[src/mclk_pkg.sv]
// Package: constants and types of the master clock and timing levels
package mclk_pkg;
  localparam int unsigned CLK_PERIOD_NS = 20;
  // Nominal epoch durations, rounded up to whole clocks
  localparam int unsigned EP0_NS = 120;
  localparam int unsigned EP1_NS = 15;
  localparam int unsigned EP2_NS = 75;
  localparam int unsigned EP3_NS = 15;
  localparam int unsigned EP4_NS = 15;
  typedef logic [2:0] epoch_cnt_t;
  localparam epoch_cnt_t EP0_CYC = epoch_cnt_t'((EP0_NS + CLK_PERIOD_NS - 1) / CLK_PERIOD_NS);
  localparam epoch_cnt_t EP1_CYC = epoch_cnt_t'((EP1_NS + CLK_PERIOD_NS - 1) / CLK_PERIOD_NS);
  localparam epoch_cnt_t EP2_CYC = epoch_cnt_t'((EP2_NS + CLK_PERIOD_NS - 1) / CLK_PERIOD_NS);
  localparam epoch_cnt_t EP3_CYC = epoch_cnt_t'((EP3_NS + CLK_PERIOD_NS - 1) / CLK_PERIOD_NS);
  localparam epoch_cnt_t EP4_CYC = epoch_cnt_t'((EP4_NS + CLK_PERIOD_NS - 1) / CLK_PERIOD_NS);

  typedef enum logic [2:0] {OSC_REST, OSC_E0, OSC_E1, OSC_E2, OSC_E3, OSC_E4} osc_state_e;
  typedef struct packed {logic set; logic clear; logic advance;} strobe_s;
  typedef struct packed {logic one_three; logic two_three; logic two_four;} aux_s;

  // Strobe levels per epoch
  localparam strobe_s STB_E0 = 3'h0;
  localparam strobe_s STB_E1 = 3'h6;
  localparam strobe_s STB_E2 = 3'h7;
  localparam strobe_s STB_E3 = 3'h5;
  localparam strobe_s STB_E4 = 3'h4;

  // One-hot levels, bit 0 is level one
  localparam logic [3:0] LEVEL_INIT = 4'h4;
  localparam logic [3:0] LEVEL_FOUR = 4'h8;
  localparam aux_s AUX_INIT = 3'h7;

  // Register map
  localparam int REG_ADR_W = 4;
  localparam logic [3:0] CTRL_OFS = 4'h0;
  localparam logic [3:0] STAT_OFS = 4'h4;
  localparam logic [3:0] CYCLES_OFS = 4'h8;
  localparam int CTRL_START_BIT = 0;
  localparam int CTRL_CLEAR_BIT = 1;
  localparam int CTRL_DMA_EN_BIT = 2;
  localparam logic CTRL_DMA_EN_RST = 1'b0;
  localparam int STAT_RUN_BIT = 0;
  localparam int STAT_BUSY_BIT = 1;
  localparam int STAT_STB_LSB = 2;
  localparam int STAT_LEVEL_LSB = 5;
  localparam int STAT_AUX_LSB = 9;
  localparam int STAT_EPOCH_LSB = 12;
endpackage : mclk_pkg

[src/master_oscillator.sv]
// Master oscillator: five-epoch strobe generator
`timescale 1ns/1ps
`default_nettype none
module master_oscillator
  import mclk_pkg::*;
(
  input wire logic clk_i,
  input wire logic arst_n_i,
  input wire logic run_i,
  output strobe_s strobe_o,
  output osc_state_e state_o,
  output logic busy_o,
  output logic adv_rise_o,
  output logic cycle_end_o
);
  osc_state_e state_q;
  osc_state_e state_d;
  epoch_cnt_t cnt_q;
  epoch_cnt_t cnt_d;
  strobe_s strobe_q;
  logic last_tick;

  function automatic epoch_cnt_t epoch_len(input osc_state_e s);
    unique case (s)
      OSC_E0: epoch_len = EP0_CYC;
      OSC_E1: epoch_len = EP1_CYC;
      OSC_E2: epoch_len = EP2_CYC;
      OSC_E3: epoch_len = EP3_CYC;
      OSC_REST, OSC_E4: epoch_len = EP4_CYC;
    endcase
  endfunction : epoch_len

  function automatic strobe_s pattern(input osc_state_e s);
    unique case (s)
      OSC_E1: pattern = STB_E1;
      OSC_E2: pattern = STB_E2;
      OSC_E3: pattern = STB_E3;
      OSC_E4: pattern = STB_E4;
      OSC_REST, OSC_E0: pattern = STB_E0;
    endcase
  endfunction : pattern

  assign last_tick = (state_q != OSC_REST) && (cnt_q == epoch_cnt_t'(1));

  // Epoch sequencing; a stopped run still finishes the cycle
  always_comb begin
    state_d = state_q;
    unique case (state_q)
      OSC_REST: if (run_i) state_d = OSC_E0;
      OSC_E0: if (last_tick) state_d = OSC_E1;
      OSC_E1: if (last_tick) state_d = OSC_E2;
      OSC_E2: if (last_tick) state_d = OSC_E3;
      OSC_E3: if (last_tick) state_d = OSC_E4;
      OSC_E4: if (last_tick) state_d = run_i ? OSC_E0 : OSC_REST;
    endcase
  end

  assign cnt_d = (state_d != state_q) ? epoch_len(state_d) : cnt_q - epoch_cnt_t'(1);

  // Epoch counter in base clock ticks
  always_ff @(posedge clk_i or negedge arst_n_i) begin
    if (!arst_n_i) begin
      state_q <= OSC_REST;
      cnt_q <= '0;
    end else begin
      state_q <= state_d;
      cnt_q <= (state_d == OSC_REST) ? '0 : cnt_d;
    end
  end

  // Registered strobes
  always_ff @(posedge clk_i or negedge arst_n_i) begin
    if (!arst_n_i) begin
      strobe_q <= STB_E0;
    end else begin
      strobe_q <= pattern(state_d);
    end
  end

  assign strobe_o = strobe_q;
  assign state_o = state_q;
  assign busy_o = state_q != OSC_REST;
  assign adv_rise_o = (state_q == OSC_E1) && last_tick;
  assign cycle_end_o = (state_q == OSC_E4) && last_tick;
endmodule : master_oscillator
`default_nettype wire

[src/level_generator.sv]
// Level generator: one-hot timing levels and auxiliary flags
`timescale 1ns/1ps
`default_nettype none
module level_generator
  import mclk_pkg::*;
(
  input wire logic clk_i,
  input wire logic arst_n_i,
  input wire logic adv_i,
  input wire logic cycle_end_i,
  input wire logic repeat_level_two_i,
  input wire logic dma_hold_i,
  input wire logic dma_done_i,
  output logic [3:0] level_o,
  output aux_s aux_o
);
  logic [3:0] level_q;
  logic [3:0] level_d;
  aux_s aux_q;

  // Flag update on each advance pulse
  always_ff @(posedge clk_i or negedge arst_n_i) begin
    if (!arst_n_i) begin
      aux_q <= AUX_INIT;
    end else if (adv_i) begin
      if (level_q[0]) aux_q.one_three <= 1'b1;
      if (level_q[1]) begin
        aux_q.two_three <= 1'b1;
        aux_q.two_four <= 1'b1;
      end
      if (level_q[2]) begin
        aux_q.one_three <= 1'b0;
        aux_q.two_three <= 1'b0;
      end
      if (level_q[3]) aux_q.two_four <= 1'b0;
    end
  end

  // Next level from the flags
  always_comb begin
    level_d = level_q;
    if (level_q[0] && aux_q.one_three) begin
      level_d = 4'h2;
    end else if (level_q[1] && aux_q.two_three) begin
      level_d = 4'h4;
    end else if (level_q[2] && repeat_level_two_i) begin
      level_d = 4'h2;
    end else if (level_q[2] && dma_hold_i) begin
      level_d = 4'h0;
    end else if (level_q[2] && !aux_q.two_three && aux_q.two_four) begin
      level_d = LEVEL_FOUR;
    end else if (level_q[3] && !aux_q.two_four) begin
      level_d = 4'h1;
    end
  end

  // Preset to level three; resume at level four after service
  always_ff @(posedge clk_i or negedge arst_n_i) begin
    if (!arst_n_i) begin
      level_q <= LEVEL_INIT;
    end else if (level_q == 4'h0 && dma_done_i) begin
      level_q <= LEVEL_FOUR;
    end else if (cycle_end_i) begin
      level_q <= level_d;
    end
  end

  assign level_o = level_q;
  assign aux_o = aux_q;
endmodule : level_generator
`default_nettype wire

[src/master_clock_timing_levels.sv]
// Top: master clock, timing levels, run flag and register slave
`timescale 1ns/1ps
`default_nettype none
// Summary of operation
// - Instructions run on a grid: levels fine, phase register coarse.
// - Oscillator gives set, clear and advance strobes over five epochs.
// - Epochs last 120, 20, 80, 20, 20 ns with levels 000,110,111,101,100.
// - After initialization run is clear and the oscillator rests silent.
// - Oscillator cycles until master clear or halt clears run.
// - A cleared run finishes the current cycle, stopping after set falls.
// - Levels step one to four, one at a time, once per cycle.
// - Initialization presets level three and all three auxiliary flags.
// - Each advance pulse updates auxiliary flags from the current level.
// - Next level is chosen from the flags when the set strobe ends.
// - Repeat-level-two turns level three back to level two.
// - Active memory access service blocks level four and clears level three.
// - When service completes, level four is set and sequencing continues.
module master_clock_timing_levels
  import mclk_pkg::*;
(
  input wire logic clk_i,
  input wire logic arst_n_i,
  input wire logic wb_cyc_i,
  input wire logic wb_stb_i,
  input wire logic wb_we_i,
  input wire logic [REG_ADR_W-1:0] wb_adr_i,
  input wire logic [3:0] wb_sel_i,
  input wire logic [31:0] wb_dat_i,
  output logic [31:0] wb_dat_o,
  output logic wb_ack_o,
  input wire logic master_clear_button_i,
  input wire logic halt_instruction_i,
  input wire logic repeat_level_two_i,
  input wire logic dma_active_i,
  input wire logic dma_done_i,
  output strobe_s strobe_o,
  output logic [3:0] level_o,
  output logic run_flag_o
);
  logic mclr_meta_q;
  logic mclr_sync_q;
  logic ack_q;
  logic [31:0] dat_q;
  logic [31:0] rd_d;
  logic [31:0] stat_w;
  logic [31:0] ctrl_w;
  logic [31:0] cycles_q;
  logic run_q;
  logic dma_en_q;
  logic req;
  logic wr_take;
  logic wr_ctrl;
  logic start_wr;
  logic clear_wr;
  logic run_clear;
  strobe_s strobe_w;
  osc_state_e osc_state;
  logic busy;
  logic adv_rise;
  logic cycle_end;
  logic dma_hold;
  logic [3:0] level_w;
  aux_s aux_w;

  // Master clear pin synchroniser
  always_ff @(posedge clk_i or negedge arst_n_i) begin
    if (!arst_n_i) begin
      mclr_meta_q <= 1'b0;
      mclr_sync_q <= 1'b0;
    end else begin
      mclr_meta_q <= master_clear_button_i;
      mclr_sync_q <= mclr_meta_q;
    end
  end

  // Bus request decode
  assign req = wb_cyc_i && wb_stb_i;
  assign wr_take = req && wb_we_i && ack_q;
  assign wr_ctrl = wr_take && wb_sel_i[0] && (wb_adr_i == CTRL_OFS);
  assign start_wr = wr_ctrl && wb_dat_i[CTRL_START_BIT];
  assign clear_wr = wr_ctrl && wb_dat_i[CTRL_CLEAR_BIT];

  // Single-wait acknowledge
  always_ff @(posedge clk_i or negedge arst_n_i) begin
    if (!arst_n_i) begin
      ack_q <= 1'b0;
    end else begin
      ack_q <= req && !ack_q;
    end
  end

  // Read data captured in the waiting cycle
  always_ff @(posedge clk_i or negedge arst_n_i) begin
    if (!arst_n_i) begin
      dat_q <= '0;
    end else if (req && !ack_q) begin
      dat_q <= rd_d;
    end
  end

  always_comb begin
    ctrl_w = '0;
    ctrl_w[CTRL_DMA_EN_BIT] = dma_en_q;
  end

  always_comb begin
    stat_w = '0;
    stat_w[STAT_RUN_BIT] = run_q;
    stat_w[STAT_BUSY_BIT] = busy;
    stat_w[STAT_STB_LSB +: 3] = strobe_w;
    stat_w[STAT_LEVEL_LSB +: 4] = level_w;
    stat_w[STAT_AUX_LSB +: 3] = aux_w;
    stat_w[STAT_EPOCH_LSB +: 3] = osc_state;
  end

  always_comb begin
    rd_d = '0;
    if (wb_adr_i == CTRL_OFS) begin
      rd_d = ctrl_w;
    end else if (wb_adr_i == STAT_OFS) begin
      rd_d = stat_w;
    end else if (wb_adr_i == CYCLES_OFS) begin
      rd_d = cycles_q;
    end
  end

  // Service enable from software
  always_ff @(posedge clk_i or negedge arst_n_i) begin
    if (!arst_n_i) begin
      dma_en_q <= CTRL_DMA_EN_RST;
    end else if (wr_ctrl) begin
      dma_en_q <= wb_dat_i[CTRL_DMA_EN_BIT];
    end
  end

  // Run flag: clears win over a start written in the same cycle
  assign run_clear = mclr_sync_q || halt_instruction_i || clear_wr;
  always_ff @(posedge clk_i or negedge arst_n_i) begin
    if (!arst_n_i) begin
      run_q <= 1'b0;
    end else if (run_clear) begin
      run_q <= 1'b0;
    end else if (start_wr) begin
      run_q <= 1'b1;
    end
  end

  // Completed oscillator cycles
  always_ff @(posedge clk_i or negedge arst_n_i) begin
    if (!arst_n_i) begin
      cycles_q <= '0;
    end else if (cycle_end) begin
      cycles_q <= cycles_q + 32'h1;
    end
  end

  master_oscillator u_osc (
    .clk_i(clk_i),
    .arst_n_i(arst_n_i),
    .run_i(run_q),
    .strobe_o(strobe_w),
    .state_o(osc_state),
    .busy_o(busy),
    .adv_rise_o(adv_rise),
    .cycle_end_o(cycle_end)
  );

  // Service only counts while enabled
  assign dma_hold = dma_en_q && dma_active_i;

  level_generator u_levels (
    .clk_i(clk_i),
    .arst_n_i(arst_n_i),
    .adv_i(adv_rise),
    .cycle_end_i(cycle_end),
    .repeat_level_two_i(repeat_level_two_i),
    .dma_hold_i(dma_hold),
    .dma_done_i(dma_done_i),
    .level_o(level_w),
    .aux_o(aux_w)
  );

  // Fine grid out to the phase logic
  assign level_o = level_w;
  assign strobe_o = strobe_w;
  assign run_flag_o = run_q;
  assign wb_dat_o = dat_q;
  assign wb_ack_o = ack_q;
endmodule : master_clock_timing_levels
`default_nettype wire

[config.mk]
export PLATFORM = sky130hd
export DESIGN_NAME = master_clock_timing_levels
export DESIGN_NICKNAME = d
export VERILOG_FILES = /design/src/mclk_pkg.sv /design/src/master_oscillator.sv /design/src/level_generator.sv /design/src/master_clock_timing_levels.sv
export SDC_FILE = /design/constraint.sdc
export NUM_CORES = 1
export LEC_CHECK = 0
export ABC_AREA = 0
export BUFFER_PORTS_ARGS = -buffer_cell sky130_fd_sc_hd__buf_2
export CAP_MARGIN = 30
export CORE_ASPECT_RATIO = 0.5
export CORE_MARGIN = 4
export CORE_UTILIZATION = 54
export DETAILED_ROUTE_END_ITERATION = 8
export PLACE_DENSITY_LB_ADDON = 0.05
export SYNTH_ARGS = -nofsm -noshare
export SYNTH_HDL_FRONTEND = slang
export SYNTH_SLANG_ARGS = --single-unit
[constraint.sdc]
create_clock -name clk_i -period 2.6 [get_ports clk_i]
set_clock_uncertainty 0.1 [all_clocks]
set_input_delay 0.26 -clock clk_i [delete_from_list [all_inputs] [get_ports clk_i]]
set_output_delay 0.26 -clock clk_i [all_outputs]
set_load 0.01 [all_outputs]
======== Word level (Yosys, flattened, before mapping) ========
Cells that the tools add are included.
storage, ports and cells
  logic and storage cells ................. 103
  output and inout port bits .............. 41
  register bits after elaboration ......... 85
cells by class
  add/subtract/negate cells ............... 2
  eq/ne operators ......................... 14
  multiplexer cells ....................... 29
  reductions and logical operators ........ 42
operator list
  operator                                              count
  2-to-1 mux 32 bit                                     3
  adder 32 x 1 -> 32 bit (second input constant)        1
  2-to-1 mux 4 bit                                      8
  2-to-1 mux 3 bit                                      8
  logical AND 1 bit                                     20
  case mux 3 bit (6 select lines)                       1
  case mux 3 bit (5 select lines)                       1
  equality test 3 x 2 -> 1 bit (second input constant)  4
  equality test 3 bit (second input constant)           4
  nonzero test 2 bit                                    5
  equality test 3 x 1 -> 1 bit (second input constant)  3
  case mux 3 bit (3 select lines)                       1
  zero test 4 bit                                       2
  AND reduction 2 bit                                   4
  nonzero test 7 bit                                    1
  zero test 3 bit                                       2
  2-to-1 mux 1 bit                                      5
  equality test 4 x 3 -> 1 bit (second input constant)  1
  equality test 4 bit (second input constant)           1
  2-to-1 mux 2 bit                                      2
  OR reduction 4 bit                                    1
  zero test 1 bit                                       3
  inequality test 3 bit                                 1
  nonzero test 3 bit                                    1
  other kinds (3)                                       4

======== Logic depth before layout (Yosys ltp) ========
Gate-level depths: netlist of the first run.
  depth after elaboration ................. 10
  depth in mapped cells ................... 8
  gate-level depth less buffers ........... 6

======== Cells and area by module ========
Synthesis of the first run repeated with hierarchy kept, for this count alone.
unflattened totals
  cells, all modules ...................... 353
  area, all modules ....................... 3918.8 um^2
by module, submodules not included
  module                      sequential area each (um^2)  instances  cells each  area an instance (um^2)
  master_clock_timing_levels  1726.7                       1          246         2915.3
  master_oscillator           225.2                        1          70          625.6
  level_generator             180.2                        1          37          377.9

======== Worst setup path after synthesis of the first run ========
OpenSTA, ideal clock, no wires.
  path type ............................... register to register
  start point ............................. register u_osc.cnt_q[1]
  end point ............................... register cycles_q[17]
  data arrival time ....................... 1.698 ns
  slack ................................... 0.722 ns
  data required time ...................... 2.421 ns
  setup time .............................. 0.079 ns
  clock period less this slack ............ 1.878 ns
  cell stages (with the launch flop) ...... 8
  buffers on the path ..................... 1
  cell sequence ........................... dfrtp_1 -> inv_1 -> ha_1 -> nand3b_4 -> or3_1 -> buf_2 -> nor4_1 -> xor2_1
between the ends
  cells in the longest elaborated chain, start to end .. 3
RTL lines
  item                          RTL line                           text
  from (decl)                   master_oscillator.sv:18            epoch_cnt_t cnt_q;
  from (signal assigned)        master_oscillator.sv:67            cnt_q <= (state_d == OSC_REST) ? '0 : cnt_d;
  equality test 3 x 1 -> 1 bit  master_oscillator.sv:43            assign last_tick = (state_q != OSC_REST) && (cnt_q == epoch_cnt_t'(1));
  logical AND 1 bit             master_oscillator.sv:43
  logical AND 1 bit             master_oscillator.sv:84            assign cycle_end_o = (state_q == OSC_E4) && last_tick;
  to (signal assigned)          master_clock_timing_levels.sv:153  cycles_q <= cycles_q + 32'h1;
  to (decl)                     master_clock_timing_levels.sv:47   logic [31:0] cycles_q;
No other way between the ends.
A chain may end at the register's enable or synchronous reset.

======== Final worst setup path of the first run ========
  start point ............................. input wb_adr_i[1]
  end point ............................... register run_q, in the netlist run_flag_o
between the ends
  cells in the longest elaborated chain, start to end .. 5
  elaborated cells on any way between the ends .. 7
  those cells by class .................... mux: 1; reduce/logical: 6
RTL lines
  item                                                    RTL line                           text
  from (decl)                                             master_clock_timing_levels.sv:26   input wire logic [REG_ADR_W-1:0] wb_adr_i,
  zero test 4 bit *                                       master_clock_timing_levels.sv:79   assign wr_ctrl = wr_take && wb_sel_i[0] && (wb_adr_i == CTRL_OFS);
  logical AND 1 bit *                                     master_clock_timing_levels.sv:79
  logical AND 1 bit                                       master_clock_timing_levels.sv:81   assign clear_wr = wr_ctrl && wb_dat_i[CTRL_CLEAR_BIT];
  logical OR 1 bit                                        master_clock_timing_levels.sv:137  assign run_clear = mclr_sync_q || halt_instruction_i || clear_wr;
  2-to-1 mux 1 bit or nonzero test 2 bit (tied branches)  -
  to (signal assigned)                                    master_clock_timing_levels.sv:140  run_q <= 1'b0;
  to (signal assigned)                                    master_clock_timing_levels.sv:142  run_q <= 1'b0;
  to (signal assigned)                                    master_clock_timing_levels.sv:144  run_q <= 1'b1;
  to (decl)                                               master_clock_timing_levels.sv:48   logic run_q;
Every way passes the cells marked *; elsewhere a longest branch is shown, timed or not.

==> impl_results.md, run 1 <==
* DIE AREA at between 0.008 and 0.009 mm2
* Part of the power in combinational logic at 0.031
* CP endpoint kind: register
* Hold_sp: wb_dat_i[2]
* Net load switching power at between 0.5 and 0.6 mW
* Worst reg2reg startpoint: u_osc.cnt_q[1]
* Critical path arrival at about 2.3 ns
* Avg Vias per Cell at between 5 and 6
* Status: finished, final reports clean
* Design area at 0.00472 mm2
* Buffers on Ports at 58
* Clock latency on the worst-skew pair at around 0.34 ns
* Overall routing resource usage at 0.222
* Cells along the critical path: buf_2 -> or4_4 -> nor3_4 -> a21oi_1 -> a2111oi_2 -> dlygate4sd3_1
* Netlist area before placement at 0.00390 mm2
* Yosys warning total at 0
* Routed Antenna Nets at 0
* Slowest stage delay, CP at 0.59 ns
* CTS clk-pin slew, worst paths at 0.06 ns
* CORE AREA at just under 0.007 mm2
* Worst-Margin Slew at 0.631 ns
* Global-route wire length before repair at approximately 15000 um
* Die X-Extent at roughly 130 um
* Fmax at around 470 MHz
* Gr ovfl total at 0
* Number of synthesized flops with an enable pin at 0
* FF+latch count, synth at between 80 and 90
* Flop2flop setup slack at about 0.47 ns
* Die Height at 68.1 um
* Synth-to-layout area growth at 20.8%
* Clock power frac at 0.521
* Finish-stage setup viols at 0
* H-tree depth at 3
* Fillers at 530
* Reg2reg end: cycles_q[25]
* Crit path kind: input port to register
* Number of DRC markers in iteration 0 at about 250
* Pwr Density at 632 mW/mm2
* Max-Cap Viols at 0
* Post-route setup TNS at 0 ns
* Routability cong. at around 0.81
* Placed Area at approximately 0.0043 mm2
* Gate Count Post-Synth at 354
* Final net count at 470
* Ys async rst share at 1.00
* Relative slew slack at 0.579
* FP Rows at 21
* Switching share of power at 0.197
* Post_cts resized at 0
* Final Core Density at 0.688
* Clock Tree Root: clkbuf_16
* Diodes inserted at 0
* Residual DRC at 0
* Hold Fails Final Rpt at 0
* Yosys cell types at 52
* WL/cell at between 15 and 20 um
* Share of cells above drive strength 1 at 0.232
* Required time of the critical path at about 2.8 ns
* Total CTS buffers at 9
* Largest net degree at the start of global routing at between 40 and 50
* Initial antenna violation count at 0
* Minimum clock period after layout at 2.14 ns
* Kind of start point of the critical path: input port
* P_leak at roughly 2.3 nW
* DRT Wirelength at approximately 9000 um
* Post-synthesis sequential area ratio at 0.546
* Slowest-stage cell, CP: dlygate4sd3_1
* Vias in the first global route at 2956
* Peak VDD IR at between 0.4 and 0.5 mV
* CTS tree: built
* Avg Cell Area, Syn at ~11 um2
* Critical Path Fanout Max at 4
* Hold endpoint: dma_en_q
* First-pass DRT Iterations at 5
* Top Ports at 91
* Worst hold path type: input port to register
* Hold Path Depth at 2
* Main synth FF type: dfrtp_1
* Int Power at approximately 2.4 mW
* Syn Nets at 407
* Starting Density at 0.569
* Tcrit/Tclk final at 0.825
* Slew Limit Fails at 0
* Setup repair after global routing missed its margin: no
* DP HPWL at between 6000 and 7000 um
* CTS Buffer Depth at 2
* DR vias at between 3000 and 4000
* Power share of the sequential group at 0.448
* CTS Sinks at 85
* R2r worst-path depth at 6
[worst max-delay path by stage]
stage | cells past startpoint | slack, ns | end | start
2_1_floorplan | 7 | 0.72 | cycles_q[17] | u_osc.cnt_q[1]
3_5_place_dp | 6 | 0.50 | cycles_q[17] | u_osc.cnt_q[1]
6_report | 6 | 0.46 | run_flag_o | wb_adr_i[1]
5_1_grt | 6 | 0.33 | cycles_q[25] | u_osc.cnt_q[1]
3_3_place_gp | 6 | 0.49 | cycles_q[17] | u_osc.cnt_q[1]
4_1_cts | 6 | 0.48 | cycles_q[17] | u_osc.cnt_q[1]
[registers in the layout, summed over array words and instances, names as in the netlist, 3 cells and up]
signal,count
cycles_q,32
u_levels.aux_o,3
wb_dat_o,32
u_levels.level_o,4
u_osc.state_o,3
u_osc.strobe_o,3
u_osc.cnt_q,3
[timing repair]
| item | CTS | global route |
|---|---|---|
| setup buffers | 0 | 0 |
| hold buffers | 4 | 0 |
| endpoints found under the hold margin | 43 | 0 |
[worst max-delay path: cells and delay by family]
family	cells	cell delay, ns
AO/OA/AOI/OAI	2	0.46
buffers and inverters	2	0.72
AND/OR/NAND/NOR	2	0.87
[cells by family (layout without fill, tap and decap cells)]
family | count (synthesis) | count (layout) | synth area share
AO/OA/AOI/OAI | 84 | 84 | 0.156
XOR/XNOR | 34 | 34 | 0.0763
adder cells (fa/ha/maj) | 3 | 3 | 0.00961
buffers and inverters | 28 | 96 | 0.0298
flip-flops | 85 | 85 | 0.546
multiplexers | 4 | 4 | 0.0112
AND/OR/NAND/NOR | 116 | 116 | 0.171
[through the flow]
stage / setup slack, ns / instances / total power [mW] / hold slack [ns]
after global routing: 0.329 / 514 / 3.07 / 0.0477
after CTS: 0.476 / 514 / 3.01 / 0.0435
final: 0.456 / 514 / 2.98 / 0.0496
after detailed placement: 0.501 / 494 / 1.45 / 0.184
after floorplan: 0.722 / 354 / 1.39 / -0.136
after global placement: 0.486 / 494 / 1.45 / 0.169
[power by group through the flow]
| stage | registers, mW | clock network, mW | logic, mW |
|---|---|---|---|
| 2_1_floorplan | 1.36 | 0 | 0.0320 |
| 3_3_place_gp | 1.36 | 0 | 0.0892 |
| 3_5_place_dp | 1.36 | 0 | 0.0923 |
| 4_1_cts | 1.34 | 1.57 | 0.0960 |
| 5_1_grt | 1.34 | 1.63 | 0.107 |
| 6_report | 1.34 | 1.55 | 0.0935 |
[per-layer routing]
metal	part of all wire	routed length, um	up-vias	GRT usage
met2	0.45	3980	83	0.356
met3	0.056	493	9	0.0624
met4	0.0090	79	0	0.0622
li1	-	-	1430	-
met5	0	0	-	0
met1	0.48	4250	1487	0.301
[Yosys cell counts (5+ instances only)]
cell / number / share of area
inv_1: 10 / 0.0096
nand3_1: 10 / 0.013
and3_1: 9 / 0.014
nand2_1: 35 / 0.034
buf_2: 5 / 0.0064
nor4_1: 7 / 0.011
xor2_1: 15 / 0.034
nor2_1: 8 / 0.0077
a21oi_1: 9 / 0.012
o21ai_0: 18 / 0.023
dfrtp_1: 81 / 0.52
xnor2_1: 19 / 0.043
and4_1: 5 / 0.011
nand4_1: 14 / 0.022
a22oi_1: 17 / 0.033
a22o_1: 18 / 0.040
nor3_1: 6 / 0.0077
clkbuf_1: 11 / 0.011
[layout make-up]
cell class / count / area [um2] / area share
repair buffers: 70 / 405 / 0.0859
flip-flops and latches: 85 / 2130 / 0.452
well taps: 92 / 115 / 0.0244
inverters: 10 / 37.5 / 0.00796
clock buffers: 10 / 229 / 0.0485
clock inverters: 6 / 135 / 0.0286
multi-input cells: 241 / 1660 / 0.353
[cell usage in the layout (no fill, tap or decap), types with 3 or more instances in the layout]
master / n
a21o_1: 4
o21ai_0: 18
and3_1: 9
a22o_1: 18
dfrtp_1: 81
xnor2_1: 19
mux2_2: 3
nand3_1: 10
ha_1: 3
nand2_1: 35
buf_2: 57
nor2_1: 8
nor4_1: 6
a211oi_1: 3
dfstp_2: 4
and2_1: 3
a22oi_1: 17
and4_1: 5
nor2b_1: 3
a21oi_1: 9
dlygate4sd3_1: 4
inv_1: 10
nor3_1: 6
bufinv_16: 4
xor2_1: 15
buf_4: 8
clkbuf_16: 9
nand4_1: 14
(Power assumes the default switching activity.)
==> run 2: changes to the inputs <==
- clock period: 2.6 -> 2 ns (I/O delays scaled with it)
==> run 2 against run 1 <==
Global-route usage increased by 0.47 points. Clock power increased by 16%. Non-clock buffer count increased by 13. Core utilization increased by 1.8 points. Sequential share of layout area decreased by 1.2 points. Via count increased by 1.9%. First-iteration DRC count decreased by 33%. Combinational power increased by 41%. Critical path type is now register to register.
==> impl_results.md, run 2 (same netlist as run 1, synthesis figures left out) <==
* Total CTS buffers at 9
* Max-Cap Viols at 0
* DIE AREA at about 0.009 mm2
* Largest net degree at the start of global routing at 37
* WL/cell at ~17 um
* Most frequent cells in the layout: 81 x dfrtp_1, 57 x buf_2, 35 x nand2_1
* Kind of start point of the critical path: register
* Commonest non-fill, non-tap cell in the layout: dfrtp_1
* Synth-to-layout area growth at 24.0%
* Die X-Extent at roughly 130 um
* Fmax at roughly 530 MHz
* Residual DRC at 0
* Finish-stage setup viols at 0
* CTS Buffer Depth at 2
* Slowest-stage cell, CP: dfrtp_1
* Routed Antenna Nets at 0
* Final net count at 483
* Final Non-Filler Cells at about 530
* Starting Density at 0.569
* Vias in the first global route at 3084
* Buffers on Ports at just under 60
* Clock Tree Root: clkbuf_16
* DP HPWL at 6390 um
* Relative slew slack at 0.698
* Clock latency on the worst-skew pair at about 0.34 ns
* Routability cong. at approximately 0.82
* Highest routed metal layer: met4
* P_leak at approximately 2.4 nW
* CTS clk-pin slew, worst paths at ~0.070 ns
* Top Ports at between 90 and 100
* Post-route setup TNS at 0 ns
* Crit path kind: register to register
* Critical Path Fanout Max at 5
* Overall routing resource usage at 0.227
* H-tree depth at 3
* Met1 Wirelength at around 4300 um
* First-pass DRT Iterations at 4
* Cells along the critical path: inv_1 -> ha_2 -> and4bb_2 -> nand2_1 -> a21o_1 -> a221o_1
* Die Height at 68.1 um
* Global-route wire length before repair at approximately 15000 um
* CP endpoint: u_levels.level_o[3]
* WL met2 at 4210 um
* Metal3 WL at 488 um
* Flop2flop setup slack at roughly 0.12 ns
* DRT Wirelength at between 9000 and 10000 um
* Initial antenna violation count at 0
* CORE AREA at roughly 0.007 mm2
* CP endpoint kind: register
* Worst hold path type: input port to register
* CTS Sinks at 85
* Share of cells above drive strength 1 at 0.274
* Number of DRC markers in iteration 0 at roughly 170
* CTS tree: built
* Minimum clock period after layout at between 1.5 and 2 ns
* Peak VDD IR at approximately 0.57 mV
* Avg Vias per Cell at between 5 and 6
* Gr ovfl total at 0
* Worst setup startpoint: u_osc.cnt_q[1]
* Worst-Margin Slew at around 0.45 ns
* Hold Fails Final Rpt at 0
* Worst reg2reg startpoint: u_osc.cnt_q[1]
* Post-route setup slack at around 0.12 ns
* Slowest stage delay, CP at 0.35 ns
* Diodes inserted at 0
* Slew Limit Fails at 0
* FP Rows at 21
* Reg2reg end: u_levels.level_o[3]
* Fillers at ~500
* Dpl cells at just over 500
* DR vias at approximately 3100
* Post-Place Worst Slack at -0.180 ns
* Tcrit/Tclk final at 0.941
* Status: finished, final reports clean
* Pwr Density at between 700 and 800 mW/mm2
* Required time of the critical path at 2.12 ns
* R2r worst-path depth at 6
* Critical path arrival at approximately 2.0 ns
run 2: cell types whose count changed in the layout (fill, tap and decap cells not counted), sizes merged:
| cell | previous run | this run |
|---|---|---|
| clkinvlp | 2 | 1 |
| bufinv | 4 | 2 |
| clkinv | 0 | 3 |
| buf | 66 | 78 |
| dlygate4sd3 | 4 | 5 |
run 2: cell type report:
| cell class | instances | area, um2 | area share |
|---|---|---|---|
| clock buffer | 10 | 239 | 0.0493 |
| clock inverter | 6 | 86.3 | 0.0178 |
| inverter | 10 | 37.5 | 0.00775 |
| multi-input combinational | 241 | 1720 | 0.354 |
| sequential | 85 | 2130 | 0.440 |
| tap | 92 | 115 | 0.0238 |
| timing repair buffer | 83 | 518 | 0.107 |
run 2: power by group:
part	total [mW]	switching [mW]	leakage [nW]	internal, mW
Sequential	1.73	0.00671	1.16	1.73
Clock	1.80	0.671	0.158	1.12
Combinational	0.132	0.0852	1.07	0.0464
run 2: layer usage:
| metal | GRT usage | vias up |
|---|---|---|
| met5 | 0 | - |
| met4 | 0.0661 | 0 |
| met3 | 0.0514 | 5 |
| met2 | 0.378 | 71 |
| met1 | 0.304 | 1520 |
| li1 | - | 1470 |
run 2: worst min path at each step:
| stage | from | to | slack (ns) | cells after the start |
|---|---|---|---|---|
| 2_1_floorplan | arst_n_i | cycles_q[0] | -0.20 | 0 |
| 3_3_place_gp | arst_n_i | wb_dat_o[27] | 0.05 | 1 |
| 3_5_place_dp | arst_n_i | wb_dat_o[27] | 0.06 | 1 |
| 4_1_cts | wb_adr_i[0] | wb_dat_o[2] | 0.007 | 2 |
| 5_1_grt | wb_adr_i[0] | wb_dat_o[2] | 0.03 | 2 |
| 6_report | wb_adr_i[1] | wb_dat_o[2] | 0.02 | 2 |
run 2: metrics by stage:
step / hold slack [ns] / instance area (um2) / total power [mW] / utilization
finish: 0.0179 / 4840 / 3.66 / 0.706
global route: 0.0293 / 4840 / 3.78 / 0.706
CTS: 0.00706 / 4800 / 3.69 / 0.700
detailed placement: 0.0625 / 4410 / 1.89 / 0.643
global placement: 0.0542 / 4410 / 1.89 / 0.643
floorplan: -0.196 / 3910 / 1.81 / -
run 2: worst max-delay path: cells and delay by family, from the launching register on:
family                   cells  cell delay (ns)
AO/OA/AOI/OAI                2             0.52
adder cells (fa/ha/maj)      1             0.24
buffers and inverters        1             0.08
flip-flops                   1             0.35
AND/OR/NAND/NOR              2             0.48
run 2: timing repair:
action,in CTS,in global routing
endpoints found under the setup margin,5,9
gates resized for setup,3,6
endpoints found under the hold margin,33,0
hold buffers,5,0
setup buffers,0,1
pin swaps,0,2
